## config.mk

```make
export PLATFORM = sky130hd
export DESIGN_NAME = swp_write_protect
export DESIGN_NICKNAME = d
export VERILOG_FILES = /design/src/pkg/swp_pkg.sv /design/src/hdl/swp_write_protect.sv
export VERILOG_INCLUDE_DIRS = /design/src /design/src/pkg
export SDC_FILE = /design/constraint.sdc
export NUM_CORES = 1
export LEC_CHECK = 0
export BUFFER_PORTS_ARGS = -buffer_cell sky130_fd_sc_hd__buf_2
export CAP_MARGIN = 20
export CORE_MARGIN = 2
export CORE_UTILIZATION = 36
export CTS_BUF_LIST = sky130_fd_sc_hd__clkbuf_2 sky130_fd_sc_hd__clkbuf_4 sky130_fd_sc_hd__clkbuf_8
export CTS_CLUSTER_SIZE = 40
export DETAILED_ROUTE_END_ITERATION = 8
export SLEW_MARGIN = 20
export SYNTH_ARGS = -nofsm -noshare
export SYNTH_HDL_FRONTEND = slang
export SYNTH_SLANG_ARGS = --single-unit
```

## constraint.sdc

```tcl
create_clock -name sys_clk -period 3.2 [get_ports sys_clk]
set_clock_uncertainty 0.05 [all_clocks]
set_input_delay 0.64 -clock sys_clk [delete_from_list [all_inputs] [get_ports sys_clk]]
set_output_delay 0.64 -clock sys_clk [all_outputs]
set_load 0.01 [all_outputs]
```

## src/pkg/swp_params.svh

```systemverilog
`ifndef SWP_PARAMS_SVH
`define SWP_PARAMS_SVH
`define SWP_OP_MASK 8'hF7
`define SWP_OP_STATUS_STORE 8'h01
`define SWP_OP_LATCH_SET 8'h06
`define SWP_OP_LATCH_CLEAR 8'h04
`define SWP_OP_ARRAY_WRITE 8'h02
`define SWP_BITS_OP 6'h08
`define SWP_BITS_STATUS 6'h10
`define SWP_BITS_ADDR 6'h10
`define SWP_BYTE_LOW_BITS 3'h0
`define SWP_PROT_QUARTER 8'hC0
`define SWP_PROT_HALF 8'h80
`define SWP_SEL_HI_POS 3
`define SWP_SEL_LO_POS 2
`define SWP_WRITE_TIME_NS 5000000
`define SWP_CLK_PERIOD_NS 5
`endif

```

## src/pkg/swp_pkg.sv

```systemverilog
package swp_pkg;
  typedef enum logic [1:0] {SWP_IDLE, SWP_ACTIVE, SWP_BUSY} swp_state_type;
endpackage

```

## src/hdl/swp_write_protect.sv

```systemverilog
`timescale 1ns/1ps
`include "swp_params.svh"
module swp_write_protect
  import swp_pkg::*;
#(
  parameter int WRITE_CYCLES = `SWP_WRITE_TIME_NS / `SWP_CLK_PERIOD_NS
) (
  input wire logic sys_clk, // 200 MHz clock
  input wire logic srst, // Sync reset, power-up
  input wire logic sel_n_pin, // Chip select, active low
  input wire logic sclk_pin, // Serial clock
  input wire logic sdi_pin, // Serial data in
  input wire logic wprot_n_pin, // Write-protect, active low
  output logic sdo_out, // Serial data out
  output logic sdo_oe, // Data out enable
  output logic [7:0] status_q, // Status register view
  output logic array_wr_q, // Array write accepted pulse
  output logic [7:0] array_addr_q, // Address of last array write, accepted or refused
  output logic array_blocked_q // Array write refused pulse
);
  logic [2:0] sel_s_q, clk_s_q, dat_s_q, wp_s_q;
  swp_state_type state_q;
  logic [7:0] op_q, addr_q, shift_q;
  logic [5:0] nbits_q;
  logic latch_q, sel_hi_q, sel_lo_q, busy_q, is_array_q;
  logic [22:0] wcnt_q;
  logic [1:0] sync_fill_q;
  logic sel_seen_hi_q;
  logic [2:0] bitpos_q;
  logic sel_fall, sel_rise, clk_rise, wp_ok, sr_writable, addr_prot, byte_done, op_match;
  logic status_go, array_go;

  // Stage 0 feeds stage 1 only; edges seen from stages 1 and 2
  always_ff @(posedge sys_clk) begin
    if (srst) begin
      sel_s_q <= 3'h7;
      clk_s_q <= 3'h0;
      dat_s_q <= 3'h0;
      wp_s_q <= 3'h0;
    end else begin
      sel_s_q <= {sel_s_q[1:0], sel_n_pin};
      clk_s_q <= {clk_s_q[1:0], sclk_pin};
      dat_s_q <= {dat_s_q[1:0], sdi_pin};
      wp_s_q <= {wp_s_q[1:0], wprot_n_pin};
    end
  end

  // Reset value of the select stages is no real sample; arm only on a seen high
  always_ff @(posedge sys_clk) begin
    if (srst) begin
      sync_fill_q <= 2'h0;
      sel_seen_hi_q <= 1'b0;
    end else begin
      sync_fill_q <= {sync_fill_q[0], 1'b1};
      if (sync_fill_q[1] && sel_s_q[1]) sel_seen_hi_q <= 1'b1;
    end
  end

  // A select already low at power-up never counts as a fall
  assign sel_fall = sel_seen_hi_q && sel_s_q[2] && !sel_s_q[1];
  assign sel_rise = !sel_s_q[2] && sel_s_q[1];
  assign clk_rise = !clk_s_q[2] && clk_s_q[1] && !sel_s_q[1];
  assign wp_ok = wp_s_q[1];
  assign sr_writable = wp_ok && latch_q;
  always_comb begin
    case ({sel_hi_q, sel_lo_q})
      2'b00: addr_prot = 1'b0;
      2'b01: addr_prot = addr_q >= `SWP_PROT_QUARTER;
      2'b10: addr_prot = addr_q >= `SWP_PROT_HALF;
      default: addr_prot = 1'b1;
    endcase
  end
  assign byte_done = bitpos_q == `SWP_BYTE_LOW_BITS;
  assign op_match = (op_q & `SWP_OP_MASK) == `SWP_OP_STATUS_STORE;
  assign status_go = sel_rise && (state_q == SWP_ACTIVE) && op_match && nbits_q == `SWP_BITS_STATUS;
  // Array data bytes follow opcode and address; page wrap is the array's concern
  assign array_go = sel_rise && (state_q == SWP_ACTIVE) && is_array_q && byte_done
                    && nbits_q > `SWP_BITS_ADDR;

  always_ff @(posedge sys_clk) begin
    if (srst) begin
      state_q <= SWP_IDLE;
    end else begin
      case (state_q)
        SWP_IDLE: if (sel_fall) state_q <= SWP_ACTIVE;
        SWP_ACTIVE: begin
          if ((status_go && sr_writable) || (array_go && sr_writable && !addr_prot)) begin
            state_q <= SWP_BUSY;
          end else if (sel_rise) begin
            state_q <= SWP_IDLE;
          end
        end
        SWP_BUSY: if (wcnt_q == 23'h0) state_q <= SWP_IDLE;
        default: state_q <= SWP_IDLE;
      endcase
    end
  end

  // Bit shifting; latch commands are still decoded while busy, status and array writes are not
  always_ff @(posedge sys_clk) begin
    if (srst || sel_s_q[1]) begin
      nbits_q <= 6'h0;
      op_q <= 8'h0;
      addr_q <= 8'h0;
      shift_q <= 8'h0;
      bitpos_q <= 3'h0;
    end else if (clk_rise && state_q != SWP_IDLE) begin
      shift_q <= {shift_q[6:0], dat_s_q[1]};
      // Bit count saturates; byte position kept apart so long page frames still end on a byte
      bitpos_q <= bitpos_q + 3'h1;
      if (nbits_q != 6'h3F) nbits_q <= nbits_q + 6'h1;
      if (nbits_q < `SWP_BITS_OP) op_q <= {op_q[6:0], dat_s_q[1]};
      else if (nbits_q < `SWP_BITS_ADDR) addr_q <= {addr_q[6:0], dat_s_q[1]};
    end
  end

  always_ff @(posedge sys_clk) begin
    if (srst) is_array_q <= 1'b0;
    else is_array_q <= (op_q & `SWP_OP_MASK) == `SWP_OP_ARRAY_WRITE && state_q == SWP_ACTIVE;
  end

  always_ff @(posedge sys_clk) begin
    if (srst) begin
      latch_q <= 1'b0;
    end else if (!wp_ok) begin
      latch_q <= 1'b0;
    end else if (state_q == SWP_BUSY && wcnt_q == 23'h0) begin
      latch_q <= 1'b0;
    end else if (sel_rise && state_q != SWP_IDLE && nbits_q == `SWP_BITS_OP) begin
      if ((op_q & `SWP_OP_MASK) == `SWP_OP_LATCH_SET) latch_q <= 1'b1;
      if ((op_q & `SWP_OP_MASK) == `SWP_OP_LATCH_CLEAR) latch_q <= 1'b0;
    end
  end

  // Protect bits model nonvolatile cells; reset value stands for erased cells
  always_ff @(posedge sys_clk) begin
    if (srst) begin
      sel_hi_q <= 1'b0;
      sel_lo_q <= 1'b0;
    end else if (status_go && sr_writable && state_q == SWP_ACTIVE) begin
      sel_hi_q <= shift_q[`SWP_SEL_HI_POS];
      sel_lo_q <= shift_q[`SWP_SEL_LO_POS];
    end
  end

  always_ff @(posedge sys_clk) begin
    if (srst) wcnt_q <= 23'h0;
    else if (state_q == SWP_ACTIVE) wcnt_q <= 23'(WRITE_CYCLES - 1);
    else if (state_q == SWP_BUSY && wcnt_q != 23'h0) wcnt_q <= wcnt_q - 23'h1;
  end

  always_ff @(posedge sys_clk) begin
    if (srst) begin
      busy_q <= 1'b0;
      status_q <= 8'h0;
      array_wr_q <= 1'b0;
      array_addr_q <= 8'h0;
      array_blocked_q <= 1'b0;
      sdo_out <= 1'b0;
      sdo_oe <= 1'b0;
    end else begin
      busy_q <= state_q == SWP_BUSY;
      status_q <= {4'h0, sel_hi_q, sel_lo_q, latch_q, state_q == SWP_BUSY};
      array_wr_q <= array_go && state_q == SWP_ACTIVE && sr_writable && !addr_prot;
      array_blocked_q <= array_go && state_q == SWP_ACTIVE && !(sr_writable && !addr_prot);
      if (array_go) array_addr_q <= addr_q;
      sdo_out <= 1'b0;
      sdo_oe <= 1'b0;
    end
  end

  // Output pulses and status view move together, so checks compare them in one cycle
  chk_latch_wp: assert property (@(posedge sys_clk) disable iff (srst)
    !wp_s_q[1] |=> !latch_q) else $error("latch set while protect pin low");
  chk_latch_end: assert property (@(posedge sys_clk) disable iff (srst)
    $fell(busy_q) |-> !latch_q) else $error("latch not cleared after write");
  chk_prot_all: assert property (@(posedge sys_clk) disable iff (srst)
    array_wr_q |-> !(status_q[3] && status_q[2])) else $error("write into fully protected array");
  chk_prot_quarter: assert property (@(posedge sys_clk) disable iff (srst)
    (array_wr_q && status_q[3:2] == 2'b01) |-> array_addr_q < `SWP_PROT_QUARTER) else $error("quarter breached");
  chk_prot_half: assert property (@(posedge sys_clk) disable iff (srst)
    (array_wr_q && status_q[3:2] == 2'b10) |-> array_addr_q < `SWP_PROT_HALF) else $error("half breached");
  chk_wr_needs: assert property (@(posedge sys_clk) disable iff (srst)
    array_wr_q |-> $past(latch_q) && $past(wp_s_q[1])) else $error("write without enable");
  chk_sel_stable: assert property (@(posedge sys_clk) disable iff (srst)
    (state_q == SWP_BUSY && !status_go) |=> $stable(sel_hi_q)) else $error("protect bits changed busy");
  chk_idle_leave: assert property (@(posedge sys_clk) disable iff (srst)
    (state_q == SWP_IDLE && !sel_fall) |=> state_q == SWP_IDLE) else $error("left idle without select");
  chk_sdo_off: assert property (@(posedge sys_clk) disable iff (srst)
    !sdo_oe) else $error("data out driven");
  chk_busy_flag: assert property (@(posedge sys_clk) disable iff (srst)
    status_q[0] == $past(state_q == SWP_BUSY)) else $error("busy flag wrong");
  chk_sr_refused: assert property (@(posedge sys_clk) disable iff (srst)
    (status_go && !sr_writable) |=> state_q != SWP_BUSY) else $error("refused status write ran");
  chk_status_commit: assert property (@(posedge sys_clk) disable iff (srst)
    (state_q == SWP_ACTIVE && status_go && sr_writable) |=> state_q == SWP_BUSY) else $error("status write not started");
  chk_busy_hold: assert property (@(posedge sys_clk) disable iff (srst)
    (state_q == SWP_BUSY && wcnt_q != 23'h0) |=> state_q == SWP_BUSY) else $error("write cycle cut short");
  chk_start_edge: assert property (@(posedge sys_clk) disable iff (srst)
    $rose(busy_q) |-> $past(sel_rise, 2)) else $error("write started without deselect");
  // Main scenarios
  cov_status: cover property (@(posedge sys_clk) status_go && sr_writable);
  cov_array: cover property (@(posedge sys_clk) array_wr_q);
  cov_block: cover property (@(posedge sys_clk) array_blocked_q);
  cov_busy_frame: cover property (@(posedge sys_clk) state_q == SWP_BUSY && sel_rise);
endmodule // swp_write_protect

```

==> qor.yml <==
status: "finished clean"
htree_levels: 3
pre_cts_slack_ns: 0.750
ir_worst_vdd_v: 0.000243
io_buffers: 19
hold_depth: 1
p_total_mw: 1.92
fin_ws_ns: 0.728
grt_util_all_layers: 0.129
switchingPower_mw: 0.514
min_period_over_period: 0.772
std_cell_rows: 36
met3_wirelength_um: 228
worstPathRequired_ns: 3.39
synth_cell_types: 49
clk_pin_slew_ns: 0.09
clkLatencyLatePin_ns: 0.37
postCtsHoldBufs: 0
drive_gt1_frac: 0.156
r2r_cells: 7
synth_area_per_cell_um2: 9.72
finalSetupViolCount: 0
mostFrequentLayoutCells: "dfxtp_1, nor2_1, mux2i_1, a21oi_1, buf_2"
leakagePower_nw: 1.45
synth_seq_cells: 85
antenna_found_initial: 0
synth_ff_type: "dfxtp_1"
clockPowerShare: 0.392
dr.pass1.iters: 4
ant_nets: 0
ys_top_cells_by_area: "dfxtp_1, mux2i_1, nor2_1, xnor2_1, a21oi_1"
fin_area_mm2: 0.00400
routed_wl_mm: 6.59
holdWs_ns: 0.370
cts_tree: "done"
switching_share: 0.267
vias: 2512
routedWlPerCell_um: 12.6
fin_tns_setup_ns: 0
synth_area_mm2: 0.00359
drv_cap: 0
cp_max_fo: 5
power_density_mw_per_mm2: 481
initial_core_util: 0.369
grt_pass1_vias: 2442
drc: 0
grt-ovfl-total: 0
die_w_um: 104
grt_max_degree: 31
drt_iter0_drc: 85
postSynthCellCount: 369
synth_top_area_frac: 0.474
worst_r2r_endpoint: "wcnt_q[10]"
grt_pass1_wl_mm: 11.4
internal-power_mw: 1.41
cts_resized: 0
cp-end-kind: "flip-flop"
gp_congestion: 0.791
cp-start-kind: "flip-flop"
hold_start: "sel_s_q[0]"
nets: 399
mostFrequentLayoutCell: "dfxtp_1"
finalHoldViolations: 0
worst_pin_slew_ns: 0.650
met1_length_mm: 3.28
ys_seq_area_frac: 0.474
viasPerCell: 4.78
critPathKind: "flip-flop to flip-flop"
place_area_mm2: 0.00380
rsz0062_at_grt: "false"
dpl.hpwl_mm: 4.46
ys_warn_count: 0
n_antenna_cell: 0
routed.top_layer: "met4"
io_pins: 26
yosys.area.top_type: "dfxtp_1"
cts.sink_count: 85
slew_headroom: 0.566
drv_slew: 0
synthArstFlopShare: 0
synth_edf_count: 0
cts_buffers: 9
syn_to_final_growth_pct: 11.4
dp.cells: 509
fmax_ghz: 0.405
routed-wl-met2_mm: 3.01
core_mm2: 0.00973
fill_cells: 989
rrSetupSlack_ns: 0.73
crit_arrival_ns: 2.67
holdPathEnd: "sel_s_q[1]"
cts_setup_buffers: 0
comb_power_share: 0.047
cts_max_path_buffers: 2
die-area_mm2: 0.0108
fin_util: 0.411
clock_tree.root_cell: "clkbuf_8"
hold_class: "flip-flop to flip-flop"
rr_startpoint: "wcnt_q[0]"
die_h_um: 104
fin_crit_ns: 2.47
final_cells: 525
seqPwrFrac: 0.561
==> kinds of logic after synthesis <==
group           Yosys count  share of synthesized area
simple gates            146                      0.228
fa+ha+maj                 6                     0.0209
mux                      32                     0.0893
compound gates           43                     0.0862
flops                    85                      0.474
other cells               1                    0.00105
buf+inv                  33                     0.0436
xor+xnor                 23                     0.0562
==> worst max-delay path by stage <==
stage | startpoint | endpoint
finish | wcnt_q[0] | wcnt_q[10]
global route | wcnt_q[0] | wcnt_q[0]
detailed placement | wcnt_q[0] | wcnt_q[12]
floorplan | wcnt_q[0] | wcnt_q[10]
global placement | wcnt_q[0] | wcnt_q[10]
CTS | wcnt_q[0] | wcnt_q[10]
==> power by group through the flow <==
| stage | registers, mW | clock network [mW] | logic [mW] |
|---|---|---|---|
| after global routing | 1.08 | 0.831 | 0.0992 |
| after floorplan | 1.10 | 0 | 0.0772 |
| after global placement | 1.10 | 0 | 0.0897 |
| after CTS | 1.08 | 0.775 | 0.0903 |
| final | 1.08 | 0.755 | 0.0899 |
| after detailed placement | 1.10 | 0 | 0.0901 |
==> synth_stat cells, drive strengths merged (4+ instances only) <==
cell and number:
nand4 5, xor2 9, clkbuf 14, a21oi 20, xnor2 14, nor3 8
dfxtp 85, buf 9, or4 10, nor2 60, nand3 5, nor4b 4
inv 10, or3 5, o21ai 4, ha 6, a2111oi 6, nand2 10
nand2b 4, or2 5, nor2b 13, mux2i 32, nor4 7, a211oi 4
==> critical path: stages (launching register included) <==
cell and delay [ns]:
dfxtp_1 0.35, inv_1 0.09, ha_1 0.14, or4b_2 0.69
or4_1 0.60, o211ai_2 0.24, or3_1 0.14, a21oi_1 0.06
==> sequential cells by signal (all words and copies together) (netlist names), 2 cells and up <==
name,flops
clk_s_q,3
wcnt_q,23
sync_fill_q,2
addr_q,8
wp_s_q,2
sel_s_q,3
op_q,8
array_addr_q,8
shift_q,4
dat_s_q,2
status_q,4
state_q,2
bitpos_q,3
nbits_q,6
==> cell type report <==
class / count / area, um^2 / share of cell area
Clock buffer: 9 / 124 / 0.0310
Clock inverter: 7 / 71.3 / 0.0179
Inverter: 10 / 37.5 / 0.00940
Multi-Input combinational cell: 256 / 1750 / 0.439
Sequential cell: 85 / 1700 / 0.426
Tap cell: 133 / 166 / 0.0417
Timing Repair Buffer: 25 / 140 / 0.0351
==> metal layers <==
metal	up-vias	GRT usage
li1	1301	-
met1	1167	0.161
met2	35	0.210
met3	9	0.0459
met4	0	0.0357
met5	-	0
Note: power is estimated with default switching activity, not from simulation.
